**src/rtl/idp_pkg.sv**
```systemverilog
package idp_pkg;

  // Word indices of the parameter block
  localparam logic [7:0] W_DEF_HEADS   = 8'h03;
  localparam logic [7:0] W_DEF_SPT     = 8'h06;
  localparam logic [7:0] W_TOTAL_LO    = 8'h07;
  localparam logic [7:0] W_TOTAL_HI    = 8'h08;
  localparam logic [7:0] W_SERIAL_FIRST = 8'h0a;
  localparam logic [7:0] W_SERIAL_LAST = 8'h13;
  localparam logic [7:0] W_FW_FIRST    = 8'h17;
  localparam logic [7:0] W_FW_LAST     = 8'h1a;
  localparam logic [7:0] W_MODEL_FIRST = 8'h1b;
  localparam logic [7:0] W_MODEL_LAST  = 8'h2e;
  localparam logic [7:0] W_MULT_MAX    = 8'h2f;
  localparam logic [7:0] W_CAPS_PRI    = 8'h31;
  localparam logic [7:0] W_CAPS_SEC    = 8'h32;
  localparam logic [7:0] W_LEGACY_PIO  = 8'h33;
  localparam logic [7:0] W_VALIDITY    = 8'h35;
  localparam logic [7:0] W_CUR_CYL     = 8'h36;
  localparam logic [7:0] W_CUR_HEADS   = 8'h37;
  localparam logic [7:0] W_CUR_SPT     = 8'h38;
  localparam logic [7:0] W_CUR_CAP_LO  = 8'h39;
  localparam logic [7:0] W_CUR_CAP_HI  = 8'h3a;
  localparam logic [7:0] W_MULT_SET    = 8'h3b;
  localparam logic [7:0] W_LBA_LO      = 8'h3c;
  localparam logic [7:0] W_LBA_HI      = 8'h3d;
  localparam logic [7:0] W_MDMA        = 8'h3f;
  localparam logic [7:0] W_ADV_PIO     = 8'h40;
  localparam logic [7:0] W_MDMA_MIN    = 8'h41;
  localparam logic [7:0] W_MDMA_REC    = 8'h42;
  localparam logic [7:0] W_PIO_NOFLOW  = 8'h43;
  localparam logic [7:0] W_PIO_FLOW    = 8'h44;
  localparam logic [7:0] W_CARD_SPEC   = 8'h45;
  localparam logic [7:0] W_QUEUE_DEPTH = 8'h4b;
  localparam logic [7:0] W_LINK_CAPS   = 8'h4c;
  localparam logic [7:0] W_UDMA        = 8'h58;
  localparam logic [7:0] W_LAST        = 8'hff;

  // String sizes in characters
  localparam int SERIAL_CHARS = 20;
  localparam int MODEL_CHARS  = 40;
  localparam logic [7:0] PAD_CHAR = 8'h20;

  // Fixed field contents
  localparam logic [15:0] CAPS_PRI_BASE = 16'h0300;
  localparam int          CAPS_IORDY_BIT = 11;
  localparam int          CAPS_IORDY_DIS_BIT = 10;
  localparam logic [15:0] CAPS_SEC_VAL  = 16'h0001;
  localparam logic [15:0] LEGACY_PIO_VAL = 16'h0200;
  localparam logic [15:0] VALIDITY_VAL  = 16'h0007;
  localparam logic [15:0] MULT_SET_VALID = 16'h0100;
  localparam logic [7:0]  MDMA_SUPPORT  = 8'h07;
  localparam logic [15:0] ADV_PIO_VAL   = 16'h0003;
  localparam logic [15:0] CARD_SPEC_VAL = 16'h8000;
  localparam logic [6:0]  UDMA_SUPPORT  = 7'h7f;
  localparam logic [2:0]  MDMA_TOP_MODE = 3'h2;
  localparam logic [2:0]  UDMA_TOP_MODE = 3'h6;

  // Cycle times in ns
  localparam logic [15:0] MDMA_MIN_NS   = 16'h0078;
  localparam logic [15:0] MDMA_REC_NS   = 16'h0078;
  localparam logic [15:0] PIO_NOFLOW_NS = 16'h0078;
  localparam logic [15:0] PIO_FLOW_NS   = 16'h0078;

  // Queue depth and link capability bits
  localparam logic [5:0] NCQ_DEPTH      = 6'h20;
  localparam int LINK_PHY_EVT_BIT = 10;
  localparam int LINK_HIPM_BIT    = 9;
  localparam int LINK_NCQ_BIT     = 8;
  localparam int LINK_GEN2_BIT    = 2;
  localparam int LINK_GEN1_BIT    = 1;

  typedef enum logic [2:0] {
    ST_IDLE = 3'b001,
    ST_LOAD = 3'b010,
    ST_SEND = 3'b100
  } idp_state_t;

endpackage : idp_pkg

```
**src/rtl/idp_identify.sv**
```systemverilog
`timescale 1ns/10ps
module idp_identify
  import idp_pkg::*;
#(
  parameter bit IORDY_SUPPORTED = 1'b1,
  parameter bit IORDY_DISABLE   = 1'b1,
  parameter bit MDMA_CYC_SUPPORTED = 1'b1,
  parameter bit PIO_CYC_SUPPORTED  = 1'b1,
  parameter bit LINK_PHY_EVT = 1'b0,
  parameter bit LINK_HIPM    = 1'b1,
  parameter bit LINK_NCQ     = 1'b1,
  parameter bit LINK_GEN2    = 1'b1,
  parameter bit LINK_GEN1    = 1'b1
)(
  // Clock and reset
  input  wire logic         core_clk,
  input  wire logic         rst,
  // Command
  input  wire logic         identify_start,
  output logic              identify_busy,
  output logic              identify_done,
  // Word stream
  output logic              word_valid,
  input  wire logic         word_ready,
  output logic [15:0]       word_data,
  output logic [7:0]        word_index,
  // Geometry and capacity
  input  wire logic [15:0]  def_heads,
  input  wire logic [15:0]  def_sectors_per_track,
  input  wire logic [31:0]  sectors_per_drive,
  input  wire logic [15:0]  cur_cylinders,
  input  wire logic [15:0]  cur_heads,
  input  wire logic [15:0]  cur_sectors_per_track,
  input  wire logic [31:0]  lba_total_sectors,
  // Strings: model starts in the top byte, serial ends at byte len-1
  input  wire logic [159:0] serial_text,
  input  wire logic [4:0]   serial_len,
  input  wire logic [63:0]  firmware_text,
  input  wire logic [319:0] model_text,
  input  wire logic [5:0]   model_len,
  // Host-changeable settings
  input  wire logic [7:0]   mult_sector_max,
  input  wire logic         mult_sector_on,
  input  wire logic         sel_udma,
  input  wire logic         sel_mdma,
  input  wire logic [2:0]   sel_mode
);

  idp_state_t  state_r;
  logic [7:0]  idx_r;
  logic [15:0] word_data_r;
  logic        done_r;
  logic [15:0] word_val;
  logic [7:0]  serial_img [SERIAL_CHARS];
  logic [7:0]  model_img [MODEL_CHARS];
  logic [47:0] cap_full;
  logic [31:0] cur_cap;
  logic [7:0]  mdma_sel_bits;
  logic [6:0]  udma_sel_bits;
  logic [15:0] caps_pri;
  logic [15:0] link_caps;
  logic [15:0] mdma_min;
  logic [15:0] mdma_rec;
  logic [15:0] pio_noflow;
  logic [15:0] pio_flow;
  logic [7:0]  mdma_seen_r;

  // Character images after justification and padding
  genvar gp;
  generate
    for (gp = 0; gp < SERIAL_CHARS; gp++)
    begin : g_serial
      localparam int SHIFT = SERIAL_CHARS - gp;
      always_comb
      begin
        if (int'(serial_len) < SHIFT)
          serial_img[gp] = PAD_CHAR;
        else
          serial_img[gp] = serial_text[8*(int'(serial_len) - SHIFT) +: 8];
      end
    end
    for (gp = 0; gp < MODEL_CHARS; gp++)
    begin : g_model
      always_comb
      begin
        if (gp < int'(model_len))
          model_img[gp] = model_text[319 - 8*gp -: 8];
        else
          model_img[gp] = PAD_CHAR;
      end
    end
  endgenerate

  // Product is 48 bits; only the low 32 fit the field
  assign cap_full = 48'(cur_cylinders) * 48'(cur_heads) * 48'(cur_sectors_per_track);
  assign cur_cap  = cap_full[31:0];

  // UDMA takes precedence so two selections can never show
  always_comb
  begin
    mdma_sel_bits = 8'h00;
    udma_sel_bits = 7'h00;
    if (sel_udma && sel_mode <= UDMA_TOP_MODE)
      udma_sel_bits = 7'h01 << sel_mode;
    else if (sel_mdma && sel_mode <= MDMA_TOP_MODE)
      mdma_sel_bits = 8'h01 << sel_mode;
  end

  always_comb
  begin
    caps_pri = CAPS_PRI_BASE;
    caps_pri[CAPS_IORDY_BIT] = IORDY_SUPPORTED;
    caps_pri[CAPS_IORDY_DIS_BIT] = IORDY_DISABLE;
    link_caps = 16'h0000;
    link_caps[LINK_PHY_EVT_BIT] = LINK_PHY_EVT;
    link_caps[LINK_HIPM_BIT] = LINK_HIPM;
    link_caps[LINK_NCQ_BIT] = LINK_NCQ;
    link_caps[LINK_GEN2_BIT] = LINK_GEN2;
    link_caps[LINK_GEN1_BIT] = LINK_GEN1;
  end

  // Unsupported cycle fields read zero while word 53 bit 1 stays set
  assign mdma_min   = MDMA_CYC_SUPPORTED ? MDMA_MIN_NS : 16'h0000;
  assign mdma_rec   = MDMA_CYC_SUPPORTED ? MDMA_REC_NS : 16'h0000;
  assign pio_noflow = PIO_CYC_SUPPORTED ? PIO_NOFLOW_NS : 16'h0000;
  assign pio_flow   = PIO_CYC_SUPPORTED ? PIO_FLOW_NS : 16'h0000;

  // Word selected by the current index
  always_comb
  begin
    word_val = 16'h0000;
    case (idx_r)
      W_DEF_HEADS:   word_val = def_heads;
      W_DEF_SPT:     word_val = def_sectors_per_track;
      W_TOTAL_LO:    word_val = sectors_per_drive[15:0];
      W_TOTAL_HI:    word_val = sectors_per_drive[31:16];
      W_MULT_MAX:    word_val = {8'h00, mult_sector_max};
      W_CAPS_PRI:    word_val = caps_pri;
      W_CAPS_SEC:    word_val = CAPS_SEC_VAL;
      W_LEGACY_PIO:  word_val = LEGACY_PIO_VAL;
      W_VALIDITY:    word_val = VALIDITY_VAL;
      W_CUR_CYL:     word_val = cur_cylinders;
      W_CUR_HEADS:   word_val = cur_heads;
      W_CUR_SPT:     word_val = cur_sectors_per_track;
      W_CUR_CAP_LO:  word_val = cur_cap[15:0];
      W_CUR_CAP_HI:  word_val = cur_cap[31:16];
      W_MULT_SET:    word_val = MULT_SET_VALID | {15'h0000, mult_sector_on};
      W_LBA_LO:      word_val = lba_total_sectors[15:0];
      W_LBA_HI:      word_val = lba_total_sectors[31:16];
      W_MDMA:        word_val = {mdma_sel_bits, MDMA_SUPPORT};
      W_ADV_PIO:     word_val = ADV_PIO_VAL;
      W_MDMA_MIN:    word_val = mdma_min;
      W_MDMA_REC:    word_val = mdma_rec;
      W_PIO_NOFLOW:  word_val = pio_noflow;
      W_PIO_FLOW:    word_val = pio_flow;
      W_CARD_SPEC:   word_val = CARD_SPEC_VAL;
      W_QUEUE_DEPTH: word_val = {11'h000, 5'(NCQ_DEPTH - 6'h01)};
      W_LINK_CAPS:   word_val = link_caps;
      W_UDMA:        word_val = {1'b0, udma_sel_bits, 1'b0, UDMA_SUPPORT};
      default:
      begin
        if (idx_r >= W_SERIAL_FIRST && idx_r <= W_SERIAL_LAST)
          word_val = {serial_img[2*int'(idx_r - W_SERIAL_FIRST)],
                      serial_img[2*int'(idx_r - W_SERIAL_FIRST) + 1]};
        else if (idx_r >= W_FW_FIRST && idx_r <= W_FW_LAST)
          word_val = firmware_text[63 - 16*int'(idx_r - W_FW_FIRST) -: 16];
        else if (idx_r >= W_MODEL_FIRST && idx_r <= W_MODEL_LAST)
          word_val = {model_img[2*int'(idx_r - W_MODEL_FIRST)],
                      model_img[2*int'(idx_r - W_MODEL_FIRST) + 1]};
        else
          word_val = 16'h0000;
      end
    endcase
  end

  // Sequencer: one load cycle per word keeps the data output registered
  always_ff @(posedge core_clk or posedge rst)
  begin
    if (rst)
    begin
      state_r <= ST_IDLE;
      idx_r   <= 8'h00;
    end
    else
    begin
      case (state_r)
        ST_IDLE:
        begin
          if (identify_start)
          begin
            state_r <= ST_LOAD;
            idx_r   <= 8'h00;
          end
        end
        ST_LOAD:
          state_r <= ST_SEND;
        ST_SEND:
        begin
          if (word_ready)
          begin
            if (idx_r == W_LAST)
              state_r <= ST_IDLE;
            else
            begin
              state_r <= ST_LOAD;
              idx_r   <= idx_r + 8'h01;
            end
          end
        end
        default:
          state_r <= ST_IDLE;
      endcase
    end
  end

  always_ff @(posedge core_clk or posedge rst)
  begin
    if (rst)
      word_data_r <= 16'h0000;
    else if (state_r == ST_LOAD)
      word_data_r <= word_val;
  end

  always_ff @(posedge core_clk or posedge rst)
  begin
    if (rst)
      done_r <= 1'b0;
    else
      done_r <= (state_r == ST_SEND) && word_ready && (idx_r == W_LAST);
  end

  assign word_valid    = (state_r == ST_SEND);
  assign word_data     = word_data_r;
  assign word_index    = idx_r;
  assign identify_busy = (state_r != ST_IDLE);
  assign identify_done = done_r;

  // Word 63 selection kept, so word 88 is checked on the outputs, not the decode
  always_ff @(posedge core_clk or posedge rst)
  begin
    if (rst)
      mdma_seen_r <= 8'h00;
    else if (word_valid && word_index == W_MDMA)
      mdma_seen_r <= word_data[15:8];
  end
endmodule : idp_identify

```
**config.mk**
```make
export PLATFORM = sky130hd
export DESIGN_NAME = idp_identify
export DESIGN_NICKNAME = d
export VERILOG_FILES = /design/src/rtl/idp_pkg.sv /design/src/rtl/idp_identify.sv
export SDC_FILE = /design/constraint.sdc
export NUM_CORES = 2
export LEC_CHECK = 0
export ABC_CLOCK_PERIOD_IN_PS = 5410
export BUFFER_PORTS_ARGS = -buffer_cell sky130_fd_sc_hd__buf_2
export CELL_PAD_IN_SITES_DETAIL_PLACEMENT = 1
export CELL_PAD_IN_SITES_GLOBAL_PLACEMENT = 1
export CORE_MARGIN = 4
export CORE_UTILIZATION = 43
export CTS_CLUSTER_DIAMETER = 40
export DETAILED_ROUTE_END_ITERATION = 10
export GPL_TIMING_DRIVEN = 0
export PLACE_DENSITY_LB_ADDON = 0.08
export SLEW_MARGIN = 20
export SYNTH_ARGS = -nofsm -noshare
export SYNTH_HDL_FRONTEND = slang
export SYNTH_SLANG_ARGS = --single-unit
```
**constraint.sdc**
```tcl
create_clock -name core_clk -period 5.41 [get_ports core_clk]
set_clock_uncertainty 0.2 [all_clocks]
set_input_delay 0.2705 -clock core_clk [delete_from_list [all_inputs] [get_ports core_clk]]
set_output_delay 0.2705 -clock core_clk [all_outputs]
set_load 0.02 [all_outputs]
```
==> summary.txt, run 1 <==
Status
  • Status: did not finish
  • Stopping stage: global routing
  • First error: [ERROR GRT-0116] Global routing finished with congestion. Check the congestion regions in the DRC Viewer.

Floorplanning
  • Die X: between 300 and 400 um
  • Row cnt: 110
  • Die Y: 308.9 um
  • # IOs: between 700 and 800
  • Initial Util: 0.4331

Logic synthesis
  • YS warnings: 0
  • List of most frequent post-synthesis cells: nand2_1, inv_1, fa_1, clkbuf_1, and2_1
  • Post-synth EDFFs: 0
  • Distinct cells, synth: 82
  • Synth area leaders: fa_1, mux4_2, nand2_1, ha_1, inv_1
  • Avg Cell Area, Syn: about 8 sq um
  • Syn nets: 6343
  • Synth Instances: 4930
  • Cell taking the most area after synthesis: fa_1
  • Post-synthesis sequential area ratio: 0.01803
  • Most common cell in the netlist: nand2_1
  • Post-synth top area share: 0.2561
  • Most used flip-flop cell after synthesis: dfrtp_1
  • Post-Syn Area: 38920 sq um
  • Seq cells post-synth: 28
  • Post-synth ARST share: 1.000

Global routing
  • Vias in the first global route: 60520
  • Total track usage: 0.7178
  • Largest net degree at the start of global routing: 29
  • GRT overflow: 14
  • First-pass GRT wire length: 480.8 mm

Clock tree
  • Clock buffer depth: 2
  • CTS Sinks: 28
  • H-tree Lvls: 1
  • Num CTS Buffers: 3
  • Hold_buf cts: 0
  • CTS root buffer: clkbuf_16

Place
  • Pre-CTS WS: -7809 ps
  • Post-DP Area: 44730 sq um
  • Final GP Congestion: 1.130
  • I/O Buffers: 734
  • HPWL Detailed: about 220 mm
[stage by stage]
| step | setup TNS (ps) | std cells | hold slack [ps] |
|---|---|---|---|
| after floorplan | -75750 | 4930 | 135.2 |
| after global placement | -108900 | 6840 | 270.8 |
| after detailed placement | -117000 | 6855 | 286.2 |
| after CTS | -89150 | 6941 | 54.93 |
[layer usage]
metal / GRT usage / overflow
met5: 0.4310 / 0
met4: 0.6216 / 8
met3: 0.5854 / 0
met2: 0.8665 / 5
met1: 0.7417 / 1
[cell families after synthesis]
family | synth area share
compound gates | 0.2111
xor+xnor | 0.02758
fa+ha+maj | 0.3198
buf+inv | 0.09392
flops | 0.01803
mux | 0.1357
simple gates | 0.1939
[repair_timing]
item                                    4_1_cts
buffers inserted                             86
endpoints found under the setup margin       16
gates resized for setup                     279
pin swaps                                   112
==> inputs of run 2 (changes only) <==
- CELL_PAD_IN_SITES_DETAIL_PLACEMENT: 1 -> unset
- CELL_PAD_IN_SITES_GLOBAL_PLACEMENT: 1 -> unset
- CORE_UTILIZATION: 43 -> 35
- CTS_CLUSTER_DIAMETER: 40 -> unset
- PLACE_DENSITY_LB_ADDON: 0.08 -> 0.15
==> run 2 against run 1 <==
The flow now finishes, with violations (setup timing). Synthesized area stayed put. Synthesized cell count unchanged.
==> summary.txt, run 2 <==
Final layout
  • # fillers: ~12000
  • Sequential cell area: 701.9 sq um
  • Net count reported at finish: roughly 7200
  • Area Growth Syn to Fin: 22.42%
  • Area of the multi-input gates: 35780 sq um
  • Max FFs per register: 16
  • Non-filler cells, final: 7277
  • Most frequent cells in the layout: nand2_1, buf_2, inv_1, fa_1, and2_1
  • Commonest non-fill, non-tap cell in the layout: nand2_1
  • Final Util: 0.4312
  • Share of cells above drive strength 1: 0.2282

Global routing
  • Vias in the first global route: 45440
  • GRT overflow: 0
  • Total track usage: 0.4036
  • Largest net degree at the start of global routing: 29
  • First-pass GRT wire length: about 340 mm
  • Initial antenna violation count: 35

Logic synthesis
  • Main combinational cell family by area after synthesis: adder cells
  • Post-synth ARST share: 1.000
  • Simple-gate area share of the yosys netlist: 0.1939
  • Post-synth EDFFs: 0
  • Post-synth top area share: 0.2561
  • List of most frequent post-synthesis cells: nand2_1, inv_1, fa_1, clkbuf_1, and2_1
  • Most common cell in the netlist: nand2_1
  • Avg Cell Area, Syn: 7.896 sq um
  • Seq cells post-synth: 28
  • Post-Syn Area: approximately 40000 sq um
  • Synth Area in XOR/XNOR: 0.02758
  • Mux share of post-synthesis cell area: 0.1357
  • Synth area leaders: fa_1, mux4_2, nand2_1, ha_1, inv_1
  • Most used flip-flop cell after synthesis: dfrtp_1
  • Cell taking the most area after synthesis: fa_1
  • Post-synthesis sequential area ratio: 0.01803
  • YS warnings: 0
  • Distinct cells, synth: 82
  • Syn nets: 6343
  • Compound-Gate Fraction of Synth Area: 0.2111
  • Synth Instances: 4930
  • Adder-cell share of the synthesized area: 0.3198

Job
  • Max Cap Violations: 0

Setup path
  • CP endpoint kind: register
  • Req. time, crit path: 5420 ps
  • CP startpoint kind: primary input
  • Cell repeated most along the worst path: fa_1
  • CP Max Fanout: 7
  • Worst stage delay on the critical path: 570 ps
  • CP Class: primary input to register
  • Crit path arrival time: 11130 ps
  • Crit-path slowest cell: fa_1

Drt
  • Via-to-Cell Ratio: approximately 6.4
  • # DRC: 0
  • First-pass DRT Iterations: 9
  • Via count: ~46000
  • Final wirelength: around 240 mm
  • Detail Route Antenna Nets: 0
  • Wire per inst: roughly 34 um
  • DR iter-0 viols: 6189

Floorplanning
  • Row cnt: roughly 120
  • Die X: 341.5 um
  • Die Y: 341.5 um
  • Initial Util: 0.3522
  • # IOs: ~740
  • Die area: 116600 sq um
  • Core area: around 110000 sq um

Clock tree
  • Num CTS Buffers: 3
  • CTS root buffer: clkbuf_16
  • H-tree Lvls: 1
  • CTS Sinks: 28
  • Clk_lat worst skew: 280 ps
  • CTS tree: done
  • Clock buffer depth: 2
  • Clk pin slew, worst setup/hold paths: 80 ps

Place
  • Placed insts: 7163
  • I/O Buffers: 734
  • HPWL Detailed: a little over 200 mm
  • Final GP Congestion: 1.111

STA
  • Max Transition Viols Final: 0
  • Fmax achieved: ~0.09 GHz
  • Worst slew pin tran: about 1300 ps
  • Worst Slack Setup Final: -5714 ps
  • Minimum clock period: around 11000 ps
  • Slew HR: 0.1484
  • Final setup violation count: 16
  • Hold Vio Cnt, Final: 0
  • Fin crit share: 2.056
  • Unrepaired setup endpoints after global routing: true

Status
  • Status: complete, but fails checks
  • Failing checks: setup timing

Worst hold path
  • Hold WC Path Type: primary input to register
## run 2: repair_timing
action / in CTS / in global routing
resized for setup: 264 / 66
pin swaps: 77 / 75
hold buffers: 1 / 0
hold endpoints to repair: 27 / 0
buffers inserted: 75 / 19
setup endpoints to repair: 16 / 16
cloned: 0 / 1
## run 2: per-layer routing
| metal | GRT usage | part of all wire | routed length (um) |
|---|---|---|---|
| met5 | 0 | 0.00037 | 90 |
| met4 | 0.1952 | 0.063 | 15460 |
| met3 | 0.1163 | 0.12 | 28720 |
| met2 | 0.6219 | 0.43 | 106000 |
| met1 | 0.5200 | 0.39 | 94500 |
## run 2: final cells by class
class / count / area share
clock inverters: 1 / 0.0006302
plain buffers: 349 / 0.04109
inverters: 616 / 0.04857
repair buffers: 841 / 0.1025
well taps: 1488 / 0.03907
clock buffers: 3 / 0.001575
multi-input cells: 3934 / 0.7509
flip-flops and latches: 28 / 0.01473
diodes: 17 / 0.0008927
## run 2: stage by stage
stage	instance area, sq um	worst slack, ps	hold WS, ps	TNS [ps]
global route	47630	-5969	59.78	-89520
floorplan	39390	-5060	135.2	-75750
finish	47650	-5714	29.86	-84640
global placement	44920	-7519	278.5	-112760
CTS	47170	-5658	33.55	-84020
detailed placement	45090	-7607	190.2	-112870
## run 2: worst max-delay path: cells and delay by family
family,cells,cell delay (ps)
AO/OA/AOI/OAI,8,1680
XOR/XNOR,8,1740
adder cells (fa/ha/maj),13,6140
buffers and inverters,8,560
AND/OR/NAND/NOR,4,730
## run 2: path summary, 6_finish.rpt
kind                                   from       endpoint  slack [ps]  cells after the start
max                        cur_cylinders[7]  word_data[15]       -5710                     41
min                              word_ready  identify_done          30                      3
max reg2reg                   word_index[0]   word_data[7]       -2730                     19
min reg2reg                    word_data[9]   word_data[9]         300                      1
max in group asynchronous               rst     state_r[2]        4130                      3
min in group asynchronous               rst  word_data[13]         460                      3
## run 2: cells by family (layout without fill, tap and decap cells)
logic type | Yosys count | after routing
simple gates | 1633 | 1633
compound gates | 1177 | 1177
buf+inv | 968 | 1810
fa+ha+maj | 696 | 696
mux | 315 | 315
xor+xnor | 113 | 113
flops | 28 | 28
other cells | 0 | 17
Power of run 2 is not shown: default switching activity piles up to over one toggle a cycle in this logic, so the estimate is an artifact.
